--- src/inc/sacc_defines.svh ---
// How it works
// - input count select 0 = four inputs, 1 = inputs one-three, 2 = inputs one and three
// - per-channel sample method bit, 0 double sampling, 1 single sample-and-hold
// - each channel has its own input polarity bit
// - double sampling takes reference pulse then data pulse, difference is pixel value
// - single sample uses only the data pulse, difference against the clamp voltage
// - single-sample reference enable uses internal clamp voltage instead of ground pin
// - clamp mode 0 pixel, 1 line, 2 unclamped internal, 3 unclamped ground pin
// - pixel clamp fires the group clamp pulse once per pixel, window ignored
// - line clamp uses group reference pulse only inside the dummy-pixel window
// - line clamp is refused for channels in single sample mode
// - clamp level 0 fixed 2.2 V, 1 reference DAC, 2 reference pin voltage
// - DAC level 2 = 0.5 V, 3 = 1.1 V, 0 = 1.5 V, 1 = 2.0 V, 0 at reset
// - reference pin drives DAC level out or accepts an external reference
// - window start and end are clock counts from line strobe falling edge
// - group A serves inputs one and two, group B inputs three and four
// - each pixel clamp pulse starts at its group reference pulse rising edge
// - clamp pulse ends at half the reference pulse width or a programmed count
// - clamp end manual select 0 automatic, 1 register-defined end
// - window stays high after reset until the control word window enable bit is set
`ifndef SACC_DEFINES_SVH
`define SACC_DEFINES_SVH

// ------------------------------------------------------------
// register offsets
// ------------------------------------------------------------
`define SACC_ADDR_W 4
`define SACC_OFS_CTRL 4'h0
`define SACC_OFS_CHCFG 4'h1
`define SACC_OFS_WSTART 4'h2
`define SACC_OFS_WEND 4'h3
`define SACC_OFS_CLPEND 4'h4
`define SACC_OFS_STATUS 4'h5

// ------------------------------------------------------------
// control word fields
// ------------------------------------------------------------
`define SACC_CTRL_COUNT_LSB 0
`define SACC_CTRL_DAC_LSB 4
`define SACC_CTRL_MANUAL_BIT 8
`define SACC_CTRL_WINEN_BIT 9

// ------------------------------------------------------------
// per-channel byte fields
// ------------------------------------------------------------
`define SACC_CH_SH_BIT 0
`define SACC_CH_POL_BIT 1
`define SACC_CH_MODE_LSB 2
`define SACC_CH_LEVEL_LSB 4
`define SACC_CH_SREF_BIT 6

// ------------------------------------------------------------
// encodings and reset values
// ------------------------------------------------------------
`define SACC_COUNT_FOUR 2'h0
`define SACC_COUNT_THREE 2'h1
`define SACC_COUNT_TWO 2'h2
`define SACC_MODE_PIXEL 2'h0
`define SACC_MODE_LINE 2'h1
`define SACC_MODE_UNCL_INT 2'h2
`define SACC_MODE_UNCL_EXT 2'h3
`define SACC_LEVEL_FIXED 2'h0
`define SACC_LEVEL_DAC 2'h1
`define SACC_LEVEL_PIN 2'h2
`define SACC_DAC_RESET 2'h0
`define SACC_CHCFG_RESET 32'h0000_0000
`define SACC_WIN_RESET 16'h0000
`define SACC_CLPEND_RESET 8'h01

`endif

--- src/inc/sacc_pkg.sv ---
package sacc_pkg;

    typedef logic [3:0] sacc_chan_t;

    typedef struct packed {
        logic prevStrobe;
        logic [15:0] pixCount;
        logic window;
    } sacc_win_state_t;

    typedef struct packed {
        logic prevRef;
        logic [7:0] widthCount;
        logic [7:0] lastWidth;
        logic [7:0] clampCount;
        logic clampOn;
    } sacc_clp_state_t;

    typedef struct packed {
        logic [1:0] countSel;
        logic [1:0] dacSel;
        logic manualEnd;
        logic winEnable;
        logic [31:0] chanCfg;
        logic [15:0] winStart;
        logic [15:0] winEnd;
        logic [7:0] clampEnd;
        logic [31:0] readData;
        logic [1:0] refPinSync;
        sacc_chan_t active;
        sacc_chan_t cds;
        sacc_chan_t polarity;
        sacc_chan_t refPulse;
        sacc_chan_t dataPulse;
        sacc_chan_t clampSwitch;
        sacc_chan_t intRef;
        sacc_chan_t gndRef;
        sacc_chan_t cfgError;
        logic [7:0] level;
        logic refOe;
    } sacc_top_state_t;

endpackage

--- src/hw/sacc_window.sv ---
`timescale 1ns/1ps
`default_nettype none
`include "sacc_defines.svh"

module sacc_window (
    // clock and reset
    input wire logic clk,
    input wire logic arst_n,
    // line timing
    input wire logic lineStrobe,
    // settings
    input wire logic enable,
    input wire logic [15:0] startCount,
    input wire logic [15:0] endCount,
    // window
    output logic window
);
    import sacc_pkg::*;

    sacc_win_state_t state;
    sacc_win_state_t next_state;

    always_comb begin
        next_state = state;
        next_state.prevStrobe = lineStrobe;
        // count restarts on the strobe falling edge; saturates on long lines
        if (state.prevStrobe && !lineStrobe) begin
            next_state.pixCount = 16'h0000;
        end else if (state.pixCount != 16'hffff) begin
            next_state.pixCount = state.pixCount + 16'h0001;
        end
        next_state.window = !enable ||
            (next_state.pixCount >= startCount && next_state.pixCount < endCount);
    end

    always_ff @(posedge clk or negedge arst_n) begin
        if (!arst_n) begin
            state <= '{prevStrobe: 1'b0, pixCount: 16'hffff, window: 1'b1};
        end else begin
            state <= next_state;
        end
    end

    assign window = state.window;
endmodule
`default_nettype wire

--- src/hw/sacc_clamp_pulse.sv ---
`timescale 1ns/1ps
`default_nettype none
`include "sacc_defines.svh"

module sacc_clamp_pulse (
    // clock and reset
    input wire logic clk,
    input wire logic arst_n,
    // group reference sample pulse
    input wire logic refPulse,
    // end control
    input wire logic manual,
    input wire logic [7:0] manualEnd,
    // clamp pulse
    output logic clamp
);
    import sacc_pkg::*;

    sacc_clp_state_t state;
    sacc_clp_state_t next_state;
    logic [7:0] endAt;

    always_comb begin
        next_state = state;
        // half of the last measured width; the first pulse after reset uses one cycle
        endAt = manual ? manualEnd : {1'b0, state.lastWidth[7:1]};
        if (endAt == 8'h00) begin
            endAt = 8'h01;
        end
        next_state.prevRef = refPulse;
        if (refPulse) begin
            next_state.widthCount = state.prevRef ? state.widthCount + 8'h01 : 8'h01;
        end else if (state.prevRef) begin
            next_state.lastWidth = state.widthCount;
        end
        if (refPulse && !state.prevRef) begin
            next_state.clampOn = 1'b1;
            next_state.clampCount = 8'h01;
        end else if (state.clampOn) begin
            if (state.clampCount >= endAt) begin
                next_state.clampOn = 1'b0;
            end else begin
                next_state.clampCount = state.clampCount + 8'h01;
            end
        end
    end

    always_ff @(posedge clk or negedge arst_n) begin
        if (!arst_n) begin
            state <= '0;
        end else begin
            state <= next_state;
        end
    end

    assign clamp = state.clampOn;
endmodule
`default_nettype wire

--- src/hw/sacc_top.sv ---
// Chosen here: the strobed register port and the register addresses.
`timescale 1ns/1ps
`default_nettype none
`include "sacc_defines.svh"

module sacc_top (
    // clock and reset
    input wire logic clk,
    input wire logic arst_n,
    // register port
    input wire logic [3:0] regAddr,
    input wire logic [31:0] regWriteData,
    input wire logic regWrite,
    input wire logic regRead,
    output logic [31:0] regReadData,
    // timing from the pulse generator
    input wire logic lineStrobe,
    input wire logic [1:0] groupRefPulse,
    input wire logic [1:0] groupDataPulse,
    // per-channel sampler controls
    output sacc_pkg::sacc_chan_t chanActive,
    output sacc_pkg::sacc_chan_t chanCds,
    output sacc_pkg::sacc_chan_t chanPolarity,
    output sacc_pkg::sacc_chan_t refSamplePulse,
    output sacc_pkg::sacc_chan_t dataSamplePulse,
    output sacc_pkg::sacc_chan_t clampSwitch,
    output sacc_pkg::sacc_chan_t useInternalRef,
    output sacc_pkg::sacc_chan_t useGroundPin,
    output logic [7:0] clampLevelSelect,
    // clamp timing
    output logic [1:0] clampPulse,
    output logic dummyWindow,
    // reference DAC and reference pin
    output logic [1:0] refDacLevel,
    input wire logic refPinIn,
    output logic refPinOut,
    output logic refPinOe
);
    import sacc_pkg::*;

    // ------------------------------------------------------------
    // state
    // ------------------------------------------------------------
    sacc_top_state_t state;
    sacc_top_state_t next_state;
    logic [1:0] groupClamp;
    logic window;
    logic [1:0] groupActive;
    sacc_chan_t shMode;
    sacc_chan_t lineMode;
    logic [3:0][1:0] chanMode;
    logic [3:0][1:0] chanLevel;
    logic anyDac;
    logic anyPin;

    // ------------------------------------------------------------
    // clamp window and pixel clamp pulses
    // ------------------------------------------------------------
    sacc_window winGen (
        .clk(clk),
        .arst_n(arst_n),
        .lineStrobe(lineStrobe),
        .enable(state.winEnable),
        .startCount(state.winStart),
        .endCount(state.winEnd),
        .window(window)
    );

    // a group stays idle when neither of its inputs is active
    assign groupActive[0] = state.active[0] | state.active[1];
    assign groupActive[1] = state.active[2] | state.active[3];

    genvar g;
    generate
        for (g = 0; g < 2; g++) begin : grp
            sacc_clamp_pulse clampGen (
                .clk(clk),
                .arst_n(arst_n),
                .refPulse(groupRefPulse[g] & groupActive[g]),
                .manual(state.manualEnd),
                .manualEnd(state.clampEnd),
                .clamp(groupClamp[g])
            );
        end
    endgenerate

    // ------------------------------------------------------------
    // per-channel field decode
    // ------------------------------------------------------------
    genvar c;
    generate
        for (c = 0; c < 4; c++) begin : chn
            assign shMode[c] = state.chanCfg[8*c + `SACC_CH_SH_BIT];
            assign chanMode[c] = state.chanCfg[8*c + `SACC_CH_MODE_LSB +: 2];
            assign chanLevel[c] = state.chanCfg[8*c + `SACC_CH_LEVEL_LSB +: 2];
            assign lineMode[c] = chanMode[c] == `SACC_MODE_LINE;
        end
    endgenerate

    always_comb begin
        anyDac = 1'b0;
        anyPin = 1'b0;
        for (int i = 0; i < 4; i++) begin
            anyDac = anyDac | (state.active[i] & (chanLevel[i] == `SACC_LEVEL_DAC));
            anyPin = anyPin | (state.active[i] & (chanLevel[i] == `SACC_LEVEL_PIN));
        end
    end

    // ------------------------------------------------------------
    // next state
    // ------------------------------------------------------------
    always_comb begin
        next_state = state;
        next_state.refPinSync = {state.refPinSync[0], refPinIn};

        // register writes land on the next edge and hold until rewritten
        if (regWrite) begin
            unique case (regAddr)
                `SACC_OFS_CTRL: begin
                    next_state.countSel = regWriteData[`SACC_CTRL_COUNT_LSB +: 2];
                    next_state.dacSel = regWriteData[`SACC_CTRL_DAC_LSB +: 2];
                    next_state.manualEnd = regWriteData[`SACC_CTRL_MANUAL_BIT];
                    next_state.winEnable = regWriteData[`SACC_CTRL_WINEN_BIT];
                end
                `SACC_OFS_CHCFG: next_state.chanCfg = regWriteData;
                `SACC_OFS_WSTART: next_state.winStart = regWriteData[15:0];
                `SACC_OFS_WEND: next_state.winEnd = regWriteData[15:0];
                `SACC_OFS_CLPEND: next_state.clampEnd = regWriteData[7:0];
                default: begin
                end
            endcase
        end

        // read data stand only in the cycle after the strobe
        next_state.readData = 32'h0000_0000;
        if (regRead) begin
            unique case (regAddr)
                `SACC_OFS_CTRL: begin
                    next_state.readData[`SACC_CTRL_COUNT_LSB +: 2] = state.countSel;
                    next_state.readData[`SACC_CTRL_DAC_LSB +: 2] = state.dacSel;
                    next_state.readData[`SACC_CTRL_MANUAL_BIT] = state.manualEnd;
                    next_state.readData[`SACC_CTRL_WINEN_BIT] = state.winEnable;
                end
                `SACC_OFS_CHCFG: next_state.readData = state.chanCfg;
                `SACC_OFS_WSTART: next_state.readData[15:0] = state.winStart;
                `SACC_OFS_WEND: next_state.readData[15:0] = state.winEnd;
                `SACC_OFS_CLPEND: next_state.readData[7:0] = state.clampEnd;
                `SACC_OFS_STATUS: begin
                    next_state.readData[3:0] = state.active;
                    next_state.readData[7:4] = state.cfgError;
                    next_state.readData[8] = window;
                    next_state.readData[9] = state.refPinSync[1];
                    next_state.readData[11:10] = groupClamp;
                end
                default: begin
                end
            endcase
        end

        // input count decode; the spare code keeps all four inputs
        unique case (state.countSel)
            `SACC_COUNT_THREE: next_state.active = 4'h7;
            `SACC_COUNT_TWO: next_state.active = 4'h5;
            default: next_state.active = 4'hf;
        endcase

        for (int i = 0; i < 4; i++) begin
            next_state.cds[i] = !shMode[i];
            next_state.polarity[i] = state.chanCfg[8*i + `SACC_CH_POL_BIT];
            next_state.level[2*i +: 2] = chanLevel[i];
            // codes 2 and 3 need single sampling; line clamp needs double sampling
            next_state.cfgError[i] = (lineMode[i] & shMode[i]) |
                (chanMode[i][1] & !shMode[i]);
            // two pulses per pixel in double sampling, only the data pulse otherwise
            next_state.refPulse[i] = state.active[i] & !shMode[i] &
                groupRefPulse[i/2];
            next_state.dataPulse[i] = state.active[i] & groupDataPulse[i/2];
            next_state.clampSwitch[i] = 1'b0;
            if (state.active[i]) begin
                unique case (chanMode[i])
                    `SACC_MODE_PIXEL: next_state.clampSwitch[i] = groupClamp[i/2];
                    `SACC_MODE_LINE: next_state.clampSwitch[i] = !shMode[i] &
                        groupRefPulse[i/2] & window;
                    default: next_state.clampSwitch[i] = 1'b0;
                endcase
            end
            next_state.intRef[i] = state.active[i] & shMode[i] &
                ((chanMode[i] == `SACC_MODE_UNCL_INT) |
                state.chanCfg[8*i + `SACC_CH_SREF_BIT]);
            next_state.gndRef[i] = state.active[i] & shMode[i] & !next_state.intRef[i] &
                (chanMode[i] == `SACC_MODE_UNCL_EXT);
        end

        // an external reference on the pin wins; never fight an outside driver
        next_state.refOe = anyDac & !anyPin;
    end

    // ------------------------------------------------------------
    // registers
    // ------------------------------------------------------------
    always_ff @(posedge clk or negedge arst_n) begin
        if (!arst_n) begin
            state <= '0;
            state.dacSel <= `SACC_DAC_RESET;
            state.chanCfg <= `SACC_CHCFG_RESET;
            state.winStart <= `SACC_WIN_RESET;
            state.winEnd <= `SACC_WIN_RESET;
            state.clampEnd <= `SACC_CLPEND_RESET;
        end else begin
            state <= next_state;
        end
    end

    // ------------------------------------------------------------
    // outputs
    // ------------------------------------------------------------
    assign regReadData = state.readData;
    assign chanActive = state.active;
    assign chanCds = state.cds;
    assign chanPolarity = state.polarity;
    assign refSamplePulse = state.refPulse;
    assign dataSamplePulse = state.dataPulse;
    assign clampSwitch = state.clampSwitch;
    assign useInternalRef = state.intRef;
    assign useGroundPin = state.gndRef;
    assign clampLevelSelect = state.level;
    assign clampPulse = groupClamp;
    assign dummyWindow = window;
    assign refDacLevel = state.dacSel;
    assign refPinOut = state.refOe;
    assign refPinOe = state.refOe;
endmodule
`default_nettype wire

--- config.mk ---
export PLATFORM = sky130hd
export DESIGN_NAME = sacc_top
export DESIGN_NICKNAME = d
export VERILOG_FILES = /design/src/inc/sacc_pkg.sv /design/src/hw/sacc_window.sv /design/src/hw/sacc_clamp_pulse.sv /design/src/hw/sacc_top.sv
export VERILOG_INCLUDE_DIRS = /design/src /design/src/inc
export SDC_FILE = /design/constraint.sdc
export NUM_CORES = 1
export LEC_CHECK = 0
export BUFFER_PORTS_ARGS = -buffer_cell sky130_fd_sc_hd__buf_2
export CORE_MARGIN = 10
export CORE_UTILIZATION = 59
export CTS_CLUSTER_DIAMETER = 150
export DETAILED_ROUTE_END_ITERATION = 10
export PLACE_DENSITY = 0.8
export SLEW_MARGIN = 5
export SYNTH_ARGS = -nofsm -noshare
export SYNTH_HDL_FRONTEND = slang
export SYNTH_SLANG_ARGS = --single-unit
--- constraint.sdc ---
create_clock -name clk -period 3.35 [get_ports clk]
set_input_delay 0 -clock clk [delete_from_list [all_inputs] [get_ports clk]]
set_output_delay 0 -clock clk [all_outputs]
set_load 0.01 [all_outputs]
==> run_results.csv, run 1 <==
group,metric,value,unit
pwr,power_frac_clock,29.7,%
pwr,net_switching_component_of_the_power,2.69,mW
place,dp_hpwl,18300,um
logic_synthesis,synth_fa_ha_area_share,5.98,%
die,initial_core_util,59.7,%
sta,slew_headroom,41.9,%
logic_synthesis,synth_simple_gate_area_share,12.9,%
cts,cts_root_buffer,"clkbuf_16",
detailed_routing,postRouteWirelength,27000,um
sta,worstMarginPinSlew,868,ps
cts,cts-buffers-inserted,23,
logic_synthesis,synth_largest_area_cell,"dfrtp_1",
logic_synthesis,yosys.area_share.xor_xnor,1.50,%
cts,clock_insertion_delay_worst_skew,510,ps
global_route,grt_antenna_before_repair,4,
pwr,sw_frac_of_total,32.5,%
finish,final_area,12600,sq um
sta,finalSetupViolCount,0,
logic_synthesis,synth_top_family_by_area,"simple AND/OR/NAND/NOR gates",
sta,clock-skew-final,12.4,ps
logic_synthesis,post_synthesis_compound_gate_area_fraction,8.59,%
detailed_routing,route.antenna.remaining_nets,0,
sta,hold_viol_final,0,
die,die_area,24700,sq um
finish,layout.filler_cells,1311,
logic_synthesis,ys_async_sr_fraction,100,%
pwr,cellPowerDensity,655,nW/um^2
global_route,gr-total-overflow,0,
cts,clock_path_buffers,3,
setup_path,cp_max_fo,4,
pwr,share_comb_of_total_power,24.7,%
die,die_y,157,um
logic_synthesis,synth.area.top_cells,"dfrtp_1, mux2_2, ha_1",
setup_path,endpoint_kind,"register",
logic_synthesis,post_synth_inst_count,1004,
logic_synthesis,syn-cell-area,11100,sq um
pwr,leakage,6.18,nW
logic_synthesis,netlist-cell-type-count,63,
sta,timing.final.crit_period,3290,ps
logic_synthesis,part_of_the_yosys_area_used_for_sequential_elements,50.8,%
die,floorplan.rows,50,
sta,final_count_of_pins_violating_max_slew,0,
detailed_routing,detail_route.iter0.violations,706,
status,status,"completed",
logic_synthesis,yosys-mux-area-fraction,11.9,%
place,gp_routability_congestion,0.939,
global_route,grt_start_max_net_pins,112,
detailed_routing,drt_pass_1_iters,8,
logic_synthesis,yosys_warnings,0,
cts,cts_num_sinks,224,
pwr,total_design_power,8.28,mW
detailed_routing,avgRoutedWirePerCell,19.9,um
setup_path,critical_path_startpoint_category,"register",
die,core_region_area,18600,sq um
detailed_routing,remaining_drc_errors,0,
run,drv_cap,0,
logic_synthesis,synthDominantCellAreaShare,46.5,%
finish,share_of_layout_cells_above_drive_strength_1,27.9,%
place,detailedPlace.worstSlack,33.5,ps
global_route,grt_first_pass_wirelength,42400,um
finish,syn2layout_area_growth,14.0,%
sta,max_freq,304,MHz
pwr,internal_power,5.59,mW
logic_synthesis,syn_area_per_cell,11.0,sq um
setup_path,worstPathArrival,3720,ps
logic_synthesis,synth_fp_nets,1103,
min_path,min-delay-path-class,"primary input to register",
global_route,global_route.usage.total,21.3,%
die,pin_count,125,
pwr,worst_ir_drop_on_vdd,0.388,mV
place,placedInstanceArea,11400,sq um
finish,design.final.nets,1201,
detailed_routing,vias,8033,
cts,tritoncts,"yes",
logic_synthesis,synth-edff-count,0,
logic_synthesis,ff_latch_count_synth,224,
sta,whs,53.4,ps
pwr,seq_power_share,45.6,%
sta,setup_slack,62.2,ps
detailed_routing,drt-vias-per-instance,5.92,
setup_path,cp.required,3790,ps
logic_synthesis,dominantRegCellSynth,"dfrtp_1",
die,die_width,157,um
cts,cts-htree-levels,1,
cts,cts.reportedPaths.clkPinSlew,60,ps
place,placement.io_buffers,124,
global_route,vias_in_the_first_global_route,8013,
sta,final.period_utilization,98.1,%
setup_path,startpoint_to_endpoint_class_of_the_critical_path,"register to register",
-- cells in the mapped netlist, types with 3 or more instances --
| master | instances |
|---|---|
| a221oi_1 | 7 |
| a211oi_1 | 7 |
| xnor2_1 | 13 |
| inv_1 | 55 |
| a22oi_1 | 5 |
| nor2b_1 | 7 |
| o22ai_1 | 4 |
| nand2_1 | 78 |
| nor2_1 | 57 |
| o31ai_1 | 3 |
| o211ai_1 | 6 |
| a31oi_1 | 6 |
| and3_1 | 27 |
| o21a_1 | 3 |
| dfstp_2 | 18 |
| and2_1 | 4 |
| clkbuf_1 | 18 |
| nand2b_1 | 11 |
| buf_2 | 11 |
| nand3b_1 | 3 |
| nor3b_1 | 4 |
| nand4_1 | 15 |
| a222oi_1 | 10 |
| xor2_1 | 6 |
| a21oi_1 | 38 |
| nand3_1 | 37 |
| o21ai_0 | 27 |
| dfrtp_1 | 206 |
| mux2_2 | 91 |
| buf_4 | 79 |
| or2_2 | 3 |
| mux2i_1 | 29 |
| nand2_2 | 4 |
| ha_1 | 53 |
| a21o_1 | 9 |
| nor3_1 | 17 |
-- layer usage --
layer  share of wire (%)  track usage (%)
met5                   0                0
met4                 4.3             9.66
met3                 6.4             4.26
met2                  50             36.1
met1                  40             25.8
-- through the flow --
step,cells,utilization [%],TNS [ps]
after floorplan,1004,-,0
after global placement,1265,61.3,0
after detailed placement,1265,61.3,0
after CTS,1347,67.4,0
after global routing,1356,68.0,-58.9
final,1356,68.0,0
-- sequential cells by signal (all words and copies together) (netlist names), 2 cells and up --
| name | flops |
|---|---|
| useGroundPin | 4 |
| refSamplePulse | 4 |
| clampLevelSelect | 8 |
| chanLevel | 8 |
| chanMode | 8 |
| chanCds | 4 |
| chanPolarity | 4 |
| regReadData | 32 |
| chanActive | 3 |
| winGen.state | 17 |
| state | 57 |
| grp.clampGen.clamp | 2 |
| refDacLevel | 2 |
| dataSamplePulse | 4 |
| next_state | 5 |
| useInternalRef | 4 |
| grp.clampGen.state | 48 |
| clampSwitch | 4 |
| shMode | 4 |
-- critical path, stage by stage (launching register included) --
cell       delay, ps
dfstp_2          590
ha_4             180
nand3_2          120
nor4_4           370
and4bb_2         280
xnor2_1          200
nor2_2            90
ha_1             200
a21oi_1          160
nor2b_1           80
a2111oi_2        360
o21ai_1          170
a221oi_2         310
o31ai_2          100
-- power by group through the flow --
| stage | registers, mW | clock network [mW] | logic [mW] |
|---|---|---|---|
| final | 3.77 | 2.46 | 2.05 |
| after global placement | 3.76 | 0 | 1.86 |
| after global routing | 3.84 | 2.62 | 2.30 |
| after floorplan | 3.56 | 0 | 1.61 |
| after CTS | 3.75 | 2.51 | 2.00 |
| after detailed placement | 3.79 | 0 | 1.93 |
-- kinds of logic (layout without fill, tap and decap cells) --
kind of cell / after synthesis / after routing
other cells: 1 / 5
flops: 224 / 224
mux: 120 / 120
compound gates: 142 / 142
simple gates: 281 / 281
fa+ha+maj: 53 / 53
buf+inv: 164 / 278
xor+xnor: 19 / 19
-- timing repair --
action                                  4_1_cts  5_1_grt
endpoints found under the setup margin        1        1
pin swaps                                     0        4
buffers inserted                              0        5
endpoints found under the hold margin       189        0
resized for setup                             1       12
hold buffers                                 41        0
-- worst paths after layout --
| kind | start | slack [ps] | cells after the start | to |
|---|---|---|---|---|
| min in group asynchronous | arst_n | 60 | 2 | state[116] |
| worst max register to register | winGen.state[1] | 60 | 13 | winGen.window |
| worst min register to register | next_state[46] | 360 | 0 | state[46] |
| worst max-delay path | winGen.state[1] | 60 | 13 | winGen.window |
| worst min-delay path | regAddr[1] | 50 | 4 | regReadData[14] |
| max in group asynchronous | arst_n | 2300 | 3 | grp[1].clampGen.clamp |
-- layout by cell type, fill, tap and decap left out, types with 4 or more instances in the layout --
master and instances:
dfrtp_1 206, buf_2 123, mux2_2 91, nand2_1 78, nor2_1 56, inv_1 55, ha_1 52, dlygate4sd3_1 41
a21oi_1 38, nand3_1 36, mux2i_1 29, and3_1 27, o21ai_0 26, clkbuf_16 23, dfstp_2 18, nor3_1 16
nand4_1 15, buf_4 15, xnor2_1 13, nand2b_1 11, a222oi_1 10, a21o_1 9, nor2b_1 7, xor2_1 6
a31oi_1 6, a221oi_1 6, o211ai_1 6, clkinv_2 6, a211oi_1 5, a22oi_1 5, clkbuf_1 5, diode_2 4
nor3b_1 4, nand2_2 4, o22ai_1 4, and2_1 4, clkbuf_8 4
-- area by class of cell --
| cell class | count | area [sq um] | area share (%) |
|---|---|---|---|
| clock buffers | 32 | 649 | 5.14 |
| well taps | 234 | 293 | 2.32 |
| inverters | 56 | 210 | 1.66 |
| clock inverters | 9 | 76.3 | 0.604 |
| flip-flops and latches | 224 | 5630 | 44.5 |
| diodes | 4 | 10.0 | 0.0792 |
| repair buffers | 181 | 1170 | 9.29 |
| multi-input cells | 616 | 4600 | 36.4 |
(Power assumes the default switching activity.)
==> inputs of run 2 (changes only) <==
- CAP_MARGIN: not set -> 20
- CORE_MARGIN: 10 -> 3
- RECOVER_POWER: not set -> 25
==> run 2 against run 1 <==
Effect of this change:
- the flow now finishes with violations (hold timing, capacitance limit, slew limit)
- count of clock-buffer cells in the layout increased by 3
- largest power group unchanged
- first-iteration DRC count shrank 20%
- clock skew up 0.54 ps
- critical path type unchanged
==> run_results.csv, run 2 (same netlist as run 1, synthesis figures left out) <==
group,metric,value,unit
run,drv_cap,1,
detailed_routing,vias,7956,
global_route,global_route.usage.total,25.4,%
global_route,vias_in_the_first_global_route,8160,
cts,tritoncts,"yes",
die,die_width,143,um
sta,whs,-19.6,ps
pwr,cellPowerDensity,672,nW/um^2
detailed_routing,remaining_drc_errors,0,
sta,rsz_0062_raised_after_global_routing,"true",
cts,cts_root_buffer,"clkbuf_16",
place,dp_hpwl,17700,um
die,core_region_area,18200,sq um
die,initial_core_util,60.9,%
finish,final_core_util,69.5,%
status,violations,"hold timing, capacitance limit, slew limit",
pwr,worst_ir_drop_on_vdd,0.371,mV
setup_path,reg2reg_to,"winGen.window",
detailed_routing,drt_pass_1_iters,6,
setup_path,endpoint_kind,"register",
min_path,hold_path_stages,4,
place,dpl.cell_count,1261,
sta,worstMarginPinSlew,2770,ps
setup_path,reg2reg_depth,13,
min_path,whs_endpoint,"regReadData[9]",
min_path,hp-start,"regAddr[3]",
finish,syn2layout_area_growth,14.2,%
sta,finalSetupViolCount,0,
die,die_y,143,um
die,floorplan.rows,49,
sta,timing.final.crit_period,3220,ps
finish,design.final.nets,1198,
sta,clock-skew-final,13.0,ps
setup_path,reg2reg_slack,130,ps
setup_path,startpoint_to_endpoint_class_of_the_critical_path,"register to register",
sta,final.period_utilization,96.0,%
place,placement.io_buffers,124,
global_route,grt_antenna_before_repair,0,
pwr,leakage,6.20,nW
setup_path,critical_path_startpoint_category,"register",
setup_path,cp_max_fo,5,
sta,max_freq,311,MHz
finish,regMostFlops,"state",
cts,clock_path_buffers,3,
detailed_routing,detail_route.iter0.violations,564,
detailed_routing,postRouteWirelength,26000,um
die,die_area,20500,sq um
sta,hold_viol_final,1,
global_route,grt_first_pass_wirelength,41600,um
finish,layout.cells.most_common_list,"dfrtp_1, buf_2, mux2_2",
global_route,gr-total-overflow,0,
min_path,min-delay-path-class,"primary input to register",
global_route,grt_start_max_net_pins,113,
sta,slew_headroom,-84.7,%
finish,share_of_layout_cells_above_drive_strength_1,27.4,%
setup_path,rr_startpoint,"winGen.state[1]",
finish,layout.cells.most_common,"dfrtp_1",
detailed_routing,route.antenna.remaining_nets,0,
detailed_routing,avgRoutedWirePerCell,19.3,um
sta,final_count_of_pins_violating_max_slew,111,
detailed_routing,drt-vias-per-instance,5.91,
cts,cts-buffers-inserted,24,
finish,number_of_flip_flops_in_the_largest_register,57,
cts,cts_num_sinks,224,
die,pin_count,125,
status,status,"finished, violations left",
cts,cts.reportedPaths.clkPinSlew,60,ps
cts,cts-htree-levels,1,
cts,clock_insertion_delay_worst_skew,520,ps
setup_path,worstPathArrival,3640,ps
sta,final.setup.tns,0,ps
setup_path,cp.required,3780,ps
finish,antenna_cells,0,
pwr,total_design_power,8.51,mW
finish,finish.cell_count_without_fillers,1346,
place,gp_routability_congestion,0.913,
==> run 2: cell types whose count changed in the layout (fill, tap and decap cells not counted), sizes merged <==
cell and delta:
dlygate4sd3 -1, diode -4, clkbuf +7, inv -1, bufinv +1, buf -7
==> run 2: routing by layer <==
layer	GRT usage (%)	vias up	share of wire (%)
met5	0	-	0
met4	9.80	0	3.5
met3	2.81	62	5.4
met2	44.3	274	50
met1	32.6	3959	41
li1	-	3661	-
==> run 2: metrics by stage <==
stage                     cell area, sq um  worst slack [ps]
final                                12700               132
after global routing                 12700             -12.9
after CTS                            12700              64.8
after global placement               11400               198
after floorplan                      11100               252
after detailed placement             11400               163
==> run 2: critical path: stages, from the launching register on <==
cell and delay, ps:
dfstp_2 600, ha_4 190, nand3_2 120, nor4_4 320, buf_4 190, xnor2_1 130
or2b_1 280, ha_1 270, nand2b_1 150, a211oi_1 250, o21a_1 180, o21ai_0 110
a221oi_2 260, o31ai_2 90
==> run 2: layout make-up <==
type	count	area [sq um]
clock buffers	35	732
clock inverters	9	116
fillers	1293	5550
inverters	56	210
multi-input cells	616	4550
flip-flops and latches	224	5630
well taps	229	287
repair buffers	177	1140
==> run 2: how the worst max path moves through the flow <==
stage | startpoint | to | depth (start not counted)
floorplan | state[152] | grp[0].clampGen.state[7] | 12
global placement | winGen.state[1] | winGen.window | 11
detailed placement | winGen.state[1] | winGen.window | 13
CTS | winGen.state[1] | winGen.window | 13
global route | winGen.state[1] | winGen.window | 13
finish | winGen.state[1] | winGen.window | 13
==> run 2: power by group <==
group | switching [mW] | internal, mW | total, mW
registers | 0.562 | 3.21 | 3.77
clock network | 1.06 | 1.67 | 2.74
logic | 1.07 | 0.934 | 2.00
==> run 2: repair_timing <==
| item | in CTS | in global routing |
|---|---|---|
| endpoints found under the setup margin | 0 | 6 |
| endpoints found under the hold margin | 205 | 0 |
| hold buffers | 40 | 0 |
| setup buffers | 0 | 1 |
| gates resized for setup | 0 | 6 |
